==> src/hdl/tsw_cfg.svh <==
`ifndef TSW_CFG_SVH
`define TSW_CFG_SVH

// register byte offsets
`define TSW_OFS_CTRL      12'h000
`define TSW_OFS_OSLOCK    12'h004
`define TSW_OFS_FREQ      12'h008
`define TSW_OFS_STATUS    12'h00c

// control register fields and reset values
`define TSW_CTRL_PROG     0
`define TSW_CTRL_CTXEN    1
`define TSW_CTRL_CYCEN    2
`define TSW_OSLOCK_BIT    0
`define TSW_PROG_RST      1'b1
`define TSW_OSLOCK_RST    1'b1
`define TSW_FREQ_RST      12'h400
`define TSW_PEND_RST      4'h1

// sync request sources, one bit each
`define TSW_SRC_PROG      0
`define TSW_SRC_OSL       1
`define TSW_SRC_CNT       2
`define TSW_SRC_EXT       3

// instruction sync reason codes
`define TSW_RSN_PERIODIC  2'h0
`define TSW_RSN_TURNON    2'h1
`define TSW_RSN_OVF       2'h2
`define TSW_RSN_DEBUG     2'h3

// distance threshold in instruction bytes
`define TSW_DIST_LIMIT    4096

`endif

==> src/hdl/tsw_pkg.sv <==
package tsw_pkg;

  // sequencer states, gray along idle-async-isync-virtual_machine_identifier-tsync
  typedef enum logic [2:0] {
    ST_IDLE  = 3'h0,
    ST_ASYNC = 3'h1,
    ST_ISYNC = 3'h3,
    ST_VIRTUAL_MACHINE_IDENTIFIER  = 3'h2,
    ST_TSYNC = 3'h6,
    ST_WUPD  = 3'h7,
    ST_WPKT  = 3'h5,
    ST_DRAIN = 3'h4
  } tsw_state_e;

  // packet kinds on the output stream
  typedef enum logic [2:0] {
    PK_ASYNC  = 3'h0,
    PK_ISYNC  = 3'h1,
    PK_TSYNC  = 3'h2,
    PK_WUPD   = 3'h3,
    PK_WAYPT  = 3'h4,
    PK_VIRTUAL_MACHINE_IDENTIFIER   = 3'h5
  } tsw_pkt_e;

endpackage

==> src/hdl/tsw_dist_if.sv <==
`timescale 1ns/100ps
// link between the sequencer and the byte-distance counter
interface tsw_dist_if;
  logic [2:0] step;
  logic       clr;
  logic       far;
  modport ctl (output step, output clr, input far);
  modport cnt (input step, input clr, output far);
endinterface

==> src/hdl/tsw_top.sv <==
`timescale 1ns/100ps
`include "tsw_cfg.svh"
module tsw_top
  import tsw_pkg::*;
#(
  parameter int TS_W  = 64,
  parameter int CYC_W = 16,
  parameter int LIMIT = `TSW_DIST_LIMIT
) (
  input  wire logic              CLOCK,
  input  wire logic              RESETN,
  input  wire logic              CE,
  input  wire logic              PSEL,
  input  wire logic              PENABLE,
  input  wire logic              PWRITE,
  input  wire logic [11:0]       PADDR,
  input  wire logic [31:0]       PWDATA,
  output logic      [31:0]       PRDATA,
  output logic                   PREADY,
  output logic                   PSLVERR,
  input  wire logic              TRACE_ON,
  input  wire logic              DBG_EXIT,
  input  wire logic [31:0]       DBG_PC,
  input  wire logic              PROHIB_EXIT,
  input  wire logic              ALT_EXIT,
  input  wire logic              EXT_SYNC_REQ,
  input  wire logic [2:0]        INSN_BYTES,
  input  wire logic              WP_VALID,
  output logic                   WP_READY,
  input  wire logic [31:0]       WP_ADDR,
  input  wire logic              WP_ISIZE4,
  input  wire logic [31:0]       WP_TARGET,
  input  wire logic [1:0]        WP_ISA,
  input  wire logic              WP_NS,
  input  wire logic              WP_TAKEN,
  input  wire logic              WP_EXC_UPD,
  input  wire logic [31:0]       CTXID,
  input  wire logic [7:0]        VM_IDENT,
  input  wire logic [TS_W-1:0]   TIMESTAMP,
  input  wire logic              FIFO_ROOM,
  input  wire logic              FIFO_EMPTY,
  input  wire logic              FIFO_FULL,
  output logic                   TRACE_STOP,
  output logic                   PKT_VALID,
  input  wire logic              PKT_READY,
  output tsw_pkt_e               PKT_KIND,
  output logic      [31:0]       PKT_ADDR,
  output logic      [1:0]        PKT_REASON,
  output logic      [1:0]        PKT_ISA,
  output logic                   PKT_NS,
  output logic                   PKT_TAKEN,
  output logic      [31:0]       PKT_CTX,
  output logic                   PKT_CTX_VLD,
  output logic      [CYC_W-1:0]  PKT_CYC,
  output logic                   PKT_CYC_VLD,
  output logic      [TS_W-1:0]   PKT_TS,
  output logic      [7:0]        PKT_VM
);

  initial begin
    if (TS_W < 1 || TS_W > 64 || CYC_W < 4 || CYC_W > 32) begin
      $error("tsw_top: TS_W or CYC_W out of range");
    end
  end

  typedef struct packed {
    tsw_state_e        state;
    logic              prog;
    logic              oslock;
    logic              ctx_en;
    logic              cyc_en;
    logic [11:0]       freq;
    logic [11:0]       per_cnt;
    logic [3:0]        pend;
    logic [3:0]        svc;
    logic              ovf;
    logic              ton_pend;
    logic [1:0]        ton_rsn;
    logic              was_en;
    logic              ext_prev;
    logic              seq_full;
    logic [1:0]        seq_rsn;
    logic [31:0]       dbg_pc;
    logic [31:0]       last_tgt;
    logic [1:0]        last_isa;
    logic              last_ns;
    logic [31:0]       upd_addr;
    logic              wp_taken;
    logic [CYC_W-1:0]  cyc_run;
    logic [CYC_W-1:0]  cyc_wp;
    logic              pkt_valid;
    tsw_pkt_e          pkt_kind;
    logic [31:0]       pkt_addr;
    logic [1:0]        pkt_rsn;
    logic [1:0]        pkt_isa;
    logic              pkt_ns;
    logic              pkt_taken;
    logic [31:0]       pkt_ctx;
    logic              pkt_ctx_vld;
    logic [CYC_W-1:0]  pkt_cyc;
    logic              pkt_cyc_vld;
    logic [TS_W-1:0]   pkt_ts;
    logic [7:0]        pkt_vm;
    logic [31:0]       prdata;
    logic              pslverr;
  } tsw_top_s;

  localparam tsw_top_s RST_VAL = '{
    state:    ST_IDLE,
    pkt_kind: PK_ASYNC,
    prog:     `TSW_PROG_RST,
    oslock:   `TSW_OSLOCK_RST,
    freq:     `TSW_FREQ_RST,
    pend:     `TSW_PEND_RST,
    default:  '0
  };

  tsw_top_s r_reg;
  tsw_top_s r_next;

  logic       ext_req;
  logic       trace_en;
  logic       bus_wr;
  logic       bus_setup;
  logic [3:0] req;
  logic       forced;
  logic       out_free;
  logic       sync_go;
  logic       in_seq;
  logic       wp_take;

  tsw_dist_if dif ();

  // external request pin comes from another domain
  tsw_sync3 u_ext_sync (
    .clk   (CLOCK),
    .rst_n (RESETN),
    .ce    (CE),
    .d     (EXT_SYNC_REQ),
    .q     (ext_req)
  );

  tsw_dist #(
    .LIMIT (LIMIT)
  ) u_dist (
    .clk   (CLOCK),
    .rst_n (RESETN),
    .ce    (CE),
    .dif   (dif)
  );

  // bus phases: write lands at the access edge, read data prepared in setup
  assign bus_wr    = PSEL & PENABLE & PWRITE;
  assign bus_setup = PSEL & ~PENABLE;
  assign trace_en  = TRACE_ON & ~r_reg.prog & ~r_reg.oslock;

  // the four sync request sources
  always_comb begin
    req = '0;
    req[`TSW_SRC_PROG] = bus_wr && PADDR == `TSW_OFS_CTRL && r_reg.prog
                         && !PWDATA[`TSW_CTRL_PROG];
    req[`TSW_SRC_OSL]  = bus_wr && PADDR == `TSW_OFS_OSLOCK && r_reg.oslock
                         && !PWDATA[`TSW_OSLOCK_BIT];
    req[`TSW_SRC_CNT]  = trace_en && r_reg.freq != 12'h000
                         && r_reg.per_cnt == r_reg.freq;
    req[`TSW_SRC_EXT]  = ext_req & ~r_reg.ext_prev;
  end

  // sequence states, where a repeat from a served source means trouble
  assign in_seq = r_reg.state == ST_ASYNC || r_reg.state == ST_ISYNC
                  || r_reg.state == ST_VIRTUAL_MACHINE_IDENTIFIER || r_reg.state == ST_TSYNC;
  assign forced = (in_seq && |(req & r_reg.svc))
                  || (trace_en && FIFO_FULL && r_reg.state != ST_DRAIN);
  assign sync_go = trace_en && (|r_reg.pend || r_reg.ovf);

  // output slot free; sync packets also need fifo room
  assign out_free = ~r_reg.pkt_valid | PKT_READY;

  // waypoints are absorbed while trace is off so targets stay current
  assign WP_READY = !trace_en || (r_reg.state == ST_IDLE && !forced && !sync_go
                    && !r_reg.ton_pend);
  assign wp_take  = WP_VALID & WP_READY;

  // distance counter steered from here
  assign dif.step = trace_en ? INSN_BYTES : 3'h0;
  assign dif.clr  = wp_take
                    || (r_reg.state == ST_ISYNC && out_free && FIFO_ROOM);

  // next-state logic for everything the block keeps
  always_comb begin
    r_next          = r_reg;
    r_next.was_en   = trace_en;
    r_next.ext_prev = ext_req;
    if (r_reg.cyc_run != {CYC_W{1'b1}}) begin
      r_next.cyc_run = r_reg.cyc_run + 1'b1;
    end

    // register writes
    if (bus_wr) begin
      case (PADDR)
        `TSW_OFS_CTRL: begin
          r_next.prog   = PWDATA[`TSW_CTRL_PROG];
          r_next.ctx_en = PWDATA[`TSW_CTRL_CTXEN];
          r_next.cyc_en = PWDATA[`TSW_CTRL_CYCEN];
        end
        `TSW_OFS_OSLOCK: r_next.oslock = PWDATA[`TSW_OSLOCK_BIT];
        `TSW_OFS_FREQ:   r_next.freq   = PWDATA[11:0];
        default:         r_next.freq   = r_reg.freq;
      endcase
    end

    // read data and error captured in setup, held through access
    if (bus_setup) begin
      r_next.pslverr = 1'b0;
      case (PADDR)
        `TSW_OFS_CTRL:   r_next.prdata = {29'h0, r_reg.cyc_en, r_reg.ctx_en, r_reg.prog};
        `TSW_OFS_OSLOCK: r_next.prdata = {31'h0, r_reg.oslock};
        `TSW_OFS_FREQ:   r_next.prdata = {20'h0, r_reg.freq};
        `TSW_OFS_STATUS: r_next.prdata = {18'h0, trace_en, r_reg.ton_pend, r_reg.ovf,
                                          r_reg.svc, r_reg.pend, r_reg.state};
        default: begin
          r_next.prdata  = 32'h0;
          r_next.pslverr = 1'b1;
        end
      endcase
    end

    // periodic counter runs only while tracing; reaching a nonzero freq raises a request and restarts it
    if (trace_en) begin
      r_next.per_cnt = req[`TSW_SRC_CNT] ? 12'h000 : r_reg.per_cnt + 12'h001;
    end

    // turn-on events; debug exit wins the reason and keeps its pc
    if (trace_en && !r_reg.was_en) begin
      r_next.ton_pend = 1'b1;
      r_next.ton_rsn  = `TSW_RSN_TURNON;
    end
    if (PROHIB_EXIT || ALT_EXIT) begin
      r_next.ton_pend = 1'b1;
      r_next.ton_rsn  = `TSW_RSN_TURNON;
    end
    if (DBG_EXIT) begin
      r_next.ton_pend = 1'b1;
      r_next.ton_rsn  = `TSW_RSN_DEBUG;
      r_next.dbg_pc   = DBG_PC;
    end

    // new requests pend; a set in the same cycle as service start wins
    r_next.pend = r_reg.pend | (req & ~(in_seq ? r_reg.svc : 4'h0));

    // packet leaves when the sink takes it
    if (r_reg.pkt_valid && PKT_READY) begin
      r_next.pkt_valid = 1'b0;
    end

    // waypoint capture, also while trace is off
    if (wp_take) begin
      r_next.last_tgt = WP_TARGET;
      r_next.last_isa = WP_ISA;
      r_next.last_ns  = WP_NS;
      r_next.wp_taken = WP_TAKEN;
      r_next.cyc_wp   = r_reg.cyc_run;
      r_next.upd_addr = WP_ADDR - (WP_ISIZE4 ? 32'h4 : 32'h2);
    end

    case (r_reg.state)
      ST_IDLE: begin
        if (forced) begin
          r_next.state = ST_DRAIN;
          r_next.svc   = 4'h0;
        end else if (sync_go) begin
          r_next.state    = ST_ASYNC;
          r_next.svc      = r_reg.pend;
          r_next.pend     = req;
          r_next.seq_full = 1'b1;
          r_next.seq_rsn  = r_reg.ovf ? `TSW_RSN_OVF
                            : (r_next.ton_pend ? r_next.ton_rsn : `TSW_RSN_PERIODIC);
        end else if (trace_en && r_reg.ton_pend) begin
          r_next.state    = ST_ISYNC;
          r_next.seq_full = 1'b0;
          r_next.seq_rsn  = r_reg.ton_rsn;
        end else if (wp_take && trace_en) begin
          // one update at most: exception-forced or distance, never both
          r_next.state = (WP_EXC_UPD || dif.far) ? ST_WUPD : ST_WPKT;
        end
      end
      ST_ASYNC: begin
        if (forced) begin
          r_next.state = ST_DRAIN;
          r_next.svc   = 4'h0;
        end else if (out_free && FIFO_ROOM) begin
          // whole packet only, so the next byte always starts a packet
          r_next.pkt_valid = 1'b1;
          r_next.pkt_kind  = PK_ASYNC;
          r_next.state     = ST_ISYNC;
        end
      end
      ST_ISYNC: begin
        if (forced) begin
          r_next.state = ST_DRAIN;
          r_next.svc   = 4'h0;
        end else if (out_free && FIFO_ROOM) begin
          r_next.pkt_valid   = 1'b1;
          r_next.pkt_kind    = PK_ISYNC;
          r_next.pkt_rsn     = r_reg.seq_rsn;
          r_next.pkt_addr    = (r_reg.seq_rsn == `TSW_RSN_DEBUG) ? r_reg.dbg_pc
                               : r_reg.last_tgt;
          r_next.pkt_isa     = r_reg.last_isa;
          r_next.pkt_ns      = r_reg.last_ns;
          r_next.pkt_ctx     = CTXID;
          r_next.pkt_ctx_vld = r_reg.ctx_en;
          r_next.pkt_cyc     = r_reg.cyc_wp;
          r_next.pkt_cyc_vld = r_reg.cyc_en
                               && r_reg.seq_rsn != `TSW_RSN_PERIODIC;
          if (r_next.pkt_cyc_vld) begin
            r_next.cyc_run = r_reg.cyc_run - r_reg.cyc_wp;
            r_next.cyc_wp  = '0;
          end
          r_next.ovf      = 1'b0;
          r_next.ton_pend = DBG_EXIT | PROHIB_EXIT | ALT_EXIT; // a fresh exit wins
          r_next.state    = ST_VIRTUAL_MACHINE_IDENTIFIER;
        end
      end
      ST_VIRTUAL_MACHINE_IDENTIFIER: begin
        if (forced) begin
          r_next.state = ST_DRAIN;
          r_next.svc   = 4'h0;
        end else if (out_free) begin
          r_next.pkt_valid = 1'b1;
          r_next.pkt_kind  = PK_VIRTUAL_MACHINE_IDENTIFIER;
          r_next.pkt_vm    = VM_IDENT;
          r_next.state     = r_reg.seq_full ? ST_TSYNC : ST_IDLE;
        end
      end
      ST_TSYNC: begin
        if (forced) begin
          r_next.state = ST_DRAIN;
          r_next.svc   = 4'h0;
        end else if (out_free && FIFO_ROOM) begin
          r_next.pkt_valid = 1'b1;
          r_next.pkt_kind  = PK_TSYNC;
          r_next.pkt_ts    = TIMESTAMP;
          r_next.svc       = 4'h0;
          r_next.state     = ST_IDLE;
        end
      end
      ST_WUPD: begin
        if (out_free) begin
          r_next.pkt_valid = 1'b1;
          r_next.pkt_kind  = PK_WUPD;
          r_next.pkt_addr  = r_reg.upd_addr;
          r_next.state     = ST_WPKT;
        end
      end
      ST_WPKT: begin
        if (out_free) begin
          r_next.pkt_valid = 1'b1;
          r_next.pkt_kind  = PK_WAYPT;
          r_next.pkt_addr  = r_reg.last_tgt;
          r_next.pkt_isa   = r_reg.last_isa;
          r_next.pkt_ns    = r_reg.last_ns;
          r_next.pkt_taken = r_reg.wp_taken;
          r_next.state     = ST_IDLE;
        end
      end
      ST_DRAIN: begin
        // trace stopped; restart only once sink and fifo are both empty
        if (FIFO_EMPTY && !r_reg.pkt_valid) begin
          r_next.ovf   = 1'b1;
          r_next.state = ST_IDLE;
        end
      end
      default: r_next.state = ST_IDLE;
    endcase
  end

  // state other than the synchronizer and distance counter in one register, frozen while the enable is low
  always_ff @(posedge CLOCK or negedge RESETN) begin
    if (!RESETN) begin
      r_reg <= RST_VAL;
    end else if (CE) begin
      r_reg <= r_next;
    end
  end

  // zero-wait bus slave
  assign PREADY      = 1'b1;
  assign PRDATA      = r_reg.prdata;
  assign PSLVERR     = r_reg.pslverr;
  assign TRACE_STOP  = r_reg.state == ST_DRAIN;
  assign PKT_VALID   = r_reg.pkt_valid;
  assign PKT_KIND    = r_reg.pkt_kind;
  assign PKT_ADDR    = r_reg.pkt_addr;
  assign PKT_REASON  = r_reg.pkt_rsn;
  assign PKT_ISA     = r_reg.pkt_isa;
  assign PKT_NS      = r_reg.pkt_ns;
  assign PKT_TAKEN   = r_reg.pkt_taken;
  assign PKT_CTX     = r_reg.pkt_ctx;
  assign PKT_CTX_VLD = r_reg.pkt_ctx_vld;
  assign PKT_CYC     = r_reg.pkt_cyc;
  assign PKT_CYC_VLD = r_reg.pkt_cyc_vld;
  assign PKT_TS      = r_reg.pkt_ts;
  assign PKT_VM      = r_reg.pkt_vm;
endmodule // tsw_top

==> src/hdl/tsw_sync3.sv <==
`timescale 1ns/100ps
module tsw_sync3 (
  input  wire logic clk,
  input  wire logic rst_n,
  input  wire logic ce,
  input  wire logic d,
  output logic      q
);
  typedef struct packed {
    logic s1;
    logic s2;
    logic s3;
    logic q;
  } tsw_sync3_s;

  tsw_sync3_s r_reg;
  tsw_sync3_s r_next;

  // s1 feeds only s2; output moves once s2 and s3 agree
  always_comb begin
    r_next    = r_reg;
    r_next.s1 = d;
    r_next.s2 = r_reg.s1;
    r_next.s3 = r_reg.s2;
    if (r_reg.s2 == r_reg.s3) begin
      r_next.q = r_reg.s3;
    end
  end

  always_ff @(posedge clk or negedge rst_n) begin
    if (!rst_n) begin
      r_reg <= '0;
    end else if (ce) begin
      r_reg <= r_next;
    end
  end

  assign q = r_reg.q;
endmodule // tsw_sync3

==> src/hdl/tsw_dist.sv <==
`timescale 1ns/100ps
module tsw_dist #(
  parameter int LIMIT = 4096
) (
  input  wire logic clk,
  input  wire logic rst_n,
  input  wire logic ce,
  tsw_dist_if.cnt   dif
);
  localparam int CW = $clog2(LIMIT + 8) + 1;

  initial begin
    if (LIMIT < 8) begin
      $error("tsw_dist: LIMIT must be at least 8");
    end
  end

  typedef struct packed {
    logic [CW-1:0] cnt;
    logic          far;
  } tsw_dist_s;

  tsw_dist_s r_reg;
  tsw_dist_s r_next;

  // saturate just above the limit so the counter never wraps back to near
  always_comb begin
    r_next = r_reg;
    if (dif.clr) begin
      r_next.cnt = '0;
    end else if (!r_reg.far) begin
      r_next.cnt = r_reg.cnt + CW'(dif.step);
    end
    r_next.far = (r_next.cnt > CW'(LIMIT));
  end

  always_ff @(posedge clk or negedge rst_n) begin
    if (!rst_n) begin
      r_reg <= '0;
    end else if (ce) begin
      r_reg <= r_next;
    end
  end

  assign dif.far = r_reg.far;
endmodule // tsw_dist

==> config.mk <==
export PLATFORM = sky130hd
export DESIGN_NAME = tsw_top
export DESIGN_NICKNAME = d
export VERILOG_FILES = /design/src/hdl/tsw_pkg.sv /design/src/hdl/tsw_dist_if.sv /design/src/hdl/tsw_top.sv /design/src/hdl/tsw_sync3.sv /design/src/hdl/tsw_dist.sv
export VERILOG_INCLUDE_DIRS = /design/src /design/src/hdl
export SDC_FILE = /design/constraint.sdc
export NUM_CORES = 1
export LEC_CHECK = 0
export BUFFER_PORTS_ARGS = -buffer_cell sky130_fd_sc_hd__buf_2
export CAP_MARGIN = 10
export CORE_MARGIN = 2
export CORE_UTILIZATION = 49
export DETAILED_ROUTE_END_ITERATION = 10
export MAX_ROUTING_LAYER = met4
export PLACE_DENSITY = 0.77
export SLEW_MARGIN = 20
export SYNTH_ARGS = -nofsm -noshare
export SYNTH_HDL_FRONTEND = slang
export SYNTH_SLANG_ARGS = --single-unit
==> constraint.sdc <==
create_clock -name CLOCK -period 3.3 [get_ports CLOCK]
set_input_delay 0.66 -clock CLOCK [delete_from_list [all_inputs] [get_ports CLOCK]]
set_output_delay 0.66 -clock CLOCK [all_outputs]
set_load 0.01 [all_outputs]
==> run summary <==
The max-slew violation total from the final report is 0. The minimum clock period came out at 3.246 ns. The final setup violation count is 0.

The global route total overflow is 0. Across all hold checks on the routed design, the worst slack comes to 0.09308 ns. The amount of wire on met2 after detailed routing came out at 25,960 µm. The CTS tree is yes. Of the cells placed in the final design, the portion with a size suffix greater than 1 is 0.4090. The critical path goes through buf_2 > or4_1 > nor4_4 > a32o_2 > nor3_4 > a21oi_2 > buf_4 > inv_1 > buf_2. STA classifies the critical path startpoint as a primary input. The HPWL after detailed placement is 39,120 µm. The total cell area at the placement stage came out at 21,670 µm². The count of warnings emitted by yosys is 0. The clock insertion delay at the later pin of the skew report is ~0.57 ns. VDD sags by at most 0.0004194 V. The chip height is roughly 200 µm. The fraction of registers with async set/reset came out at 1.000.

The number of remaining DRC errors came out at 0. The cell sitting at the root of the clock tree is a clkbuf_16. The length in cells of the worst reg-to-reg path came out at 12. Leaving out fill and tap cells, the most frequent cell in the layout is buf_2. Setup repair after global routing could not meet its margin everywhere. The total count of hold-check failures in the final report came out at 0. In this run the number of H-tree levels came out at 2. In this run, the number of DRC markers left after iteration 0 of detailed routing was ~1,000. The die covers 41,770 µm². TritonCTS created 43 clock buffers. The maximum fanout along the worst path is 4. In the synthesized netlist the dominant register cell turns out to be dfrtp_1.

The startpoint identified for the worst register-to-register timing path is r_reg[373]$_DFFE_PN1P_. The number of clock sinks is 378. The run finished with clean final reports. The detailed router used layers up to and including met4. ~470 I/O pins were placed. The transition time at the pin with the least slew margin came out at 0.7015 ns.

The area growth from synthesis to layout is 17.40%. The register with the most flip-flops in the layout has 180 of them. The initial standard-cell utilization of the core came out at 0.4963. The clock transition time at the flip-flop clock pins of the worst setup and hold paths came out at 0.05 ns. Leaving out filler cells and counting taps, the final layout contains roughly 2,700. In this run the critical register-to-register path is captured at u_dist.dif.far$_DFFE_PN0P_.

Summed over all cells, the static leakage comes to 0.01131 µW. The worst-case clock buffer depth came out at 3. The tightest min-delay check is of the primary input to asynchronous set/reset pin type. The detailed-router iteration count before antenna repair came out at 7. The kind of end point of the critical path is an output pin.

Leaving out fill and tap cells, the most frequent cells in the layout are 428 x buf_2, 373 x dfrtp_1, 236 x mux2_2. For the worst setup path, the data arrival time is 2.59 ns. The number of instances in the placed design is 2,568. The share of synthesized area occupied by flip-flops and latches came out at 0.4811.

The number of buffers added on ports came out at between 400 and 500. The width of the die came out at 204.4 µm. The final setup skew came out at 0.03042 ns. The post-synthesis instance area came out at 19,670 µm². After routing the design area is ~23,000 µm². The register-to-register setup slack came out at 0.06 ns.

In this run the power density over the cells is around 720 nW/µm². The vias after detailed routing is 14,660. For this run, the slowest stage of the critical path takes approximately 0.71 ns.

At the end of the flow, the number of nets in the layout was 2,386. The worst path required time came out at about 2.6 ns. The number of distinct library cell variants in the gate-level netlist after synthesis came out at 79.

The instance count of the mapped netlist came out at 1,770. The final layout contains routed wiring with a total length of 52,080 µm. The number of enable flip-flop cells after synthesis is 0.

The placement row count is 73. The wire length on met1 is 20,210 µm. The count of hold-fix buffers inserted at cts came out at 0.

The placeable core area is 39,640 µm². The via count of the first global-routing pass came out at ~15,000. The cell with the most instances on the worst path is buf_2.

Headroom to the max-slew limit came out at 0.5262. The all-layer global routing usage is 0.2551. The remaining antenna violation count came out at 0. The number of violations of the max-capacitance limit came out at 0. The synthesized design contains 378 register bits. The timing-limited maximum frequency came out at 0.3080 GHz. The congestion estimate from routability-driven global placement came to 0.9222. The critical path in this run is classified as primary input to output pin. The initial antenna violation count is 6. A synthesized cell averages about 11 µm². The ratio of routed vias to standard cells came out at 5.514. For this design, the slowest cell found on the critical path is or4_1. The per-cell routed wire length is between 15 and 20 µm. The final clock period utilization by the worst path is 0.9837. The met3 routed wirelength is 3979 µm. The pin count of the biggest net entering global routing is 76. The global-route wire length before repair came out at 80,890 µm.
-- how the worst max path moves through the flow --
stage,start,endpoint,slack [ns]
2_1_floorplan,TRACE_ON,u_dist.dif.far$_DFFE_PN0P_,0.03
3_3_place_gp,TRACE_ON,u_dist.dif.far$_DFFE_PN0P_,-0.30
3_5_place_dp,TRACE_ON,u_dist.dif.far$_DFFE_PN0P_,-0.35
4_1_cts,r_reg[373]$_DFFE_PN1P_,WP_READY,0.006
5_1_grt,r_reg[373]$_DFFE_PN1P_,WP_READY,-0.05
6_report,PADDR[0],WP_READY,0.05
-- cell usage after synthesis (all sizes together), types with 7 or more instances --
cell	n	area, µm²
xor2	20	175.2
xnor2	40	350.3
nand2	127	476.7
a21oi	53	276.5
buf	230	1710
a32o	7	70.07
clkbuf	43	162.7
nand4	11	68.82
a22oi	13	97.59
a211oi	7	52.55
mux2	251	2826
o31ai	10	75.07
a21o	9	68.82
a22o	24	210.2
nand3	25	130.1
or3	11	68.82
nand2b	13	81.33
dfrtp	374	9359
nor2	67	254.0
ha	22	275.3
o21ai	98	494.2
or4	7	52.55
and3	13	81.33
and2	9	56.30
nor3	31	171.4
nor4	20	140.1
inv	40	150.1
mux2i	69	690.7
o22ai	41	256.5
-- cell type report --
type                            instances  area [µm²]
Sequential cell                       378        9465
Inverter                               41       153.9
Clock inverter                         21       151.4
Antenna cell                            6       15.01
Clock buffer                           59        1176
Fill cell                            3255       16540
Tap cell                              525       656.9
Multi-Input combinational cell       1095        8327
Timing Repair Buffer                  533        3151
-- report_power, final --
part	switching, µW	leakage (µW)	total [µW]	internal, µW
registers	796	0.00481	6600	5800
clock network	1930	0.000664	4520	2590
logic	2860	0.00584	5470	2610
-- routing by layer --
layer  up-vias  global-route usage
met5         -                   -
met4         0              0.1056
met3        99             0.05517
met2       572              0.4263
met1      7209              0.2989
li1       6775                   -
-- critical path, delay by kind of cell --
kind / cells / cell delay, ns
AND/OR/NAND/NOR: 3 / 1.08
buffers and inverters: 4 / 0.41
AO/OA/AOI/OAI: 2 / 0.42
-- metrics by stage --
step           total power [µW]  worst slack, ns  setup TNS, ns  utilization
5_1_grt                   17560         -0.05043       -0.09588       0.5826
3_5_place_dp              12100          -0.3539         -55.63       0.5466
4_1_cts                   16720         0.005533              0       0.5820
6_report                  16590          0.05376              0       0.5826
2_1_floorplan             10880          0.03176              0            -
3_3_place_gp              11870          -0.3044         -39.26       0.5466
-- what timing repair did --
| action | 4_1_cts | 5_1_grt |
|---|---|---|
| setup endpoints to repair | 2 | 2 |
| gates resized for setup | 9 | 3 |
| pin swaps | 4 | 0 |
| buffers inserted | 4 | 0 |
-- cells by family after synthesis --
kind of cell / count (synthesis) / synth area share
compound gates: 312 / 0.1034
xor+xnor: 60 / 0.02671
fa+ha+maj: 25 / 0.01705
buf+inv: 314 / 0.1030
flops: 378 / 0.4811
mux: 320 / 0.1788
other cells: 2 / 0.0003817
simple gates: 359 / 0.08962
Power figures use the tool's default switching activity.
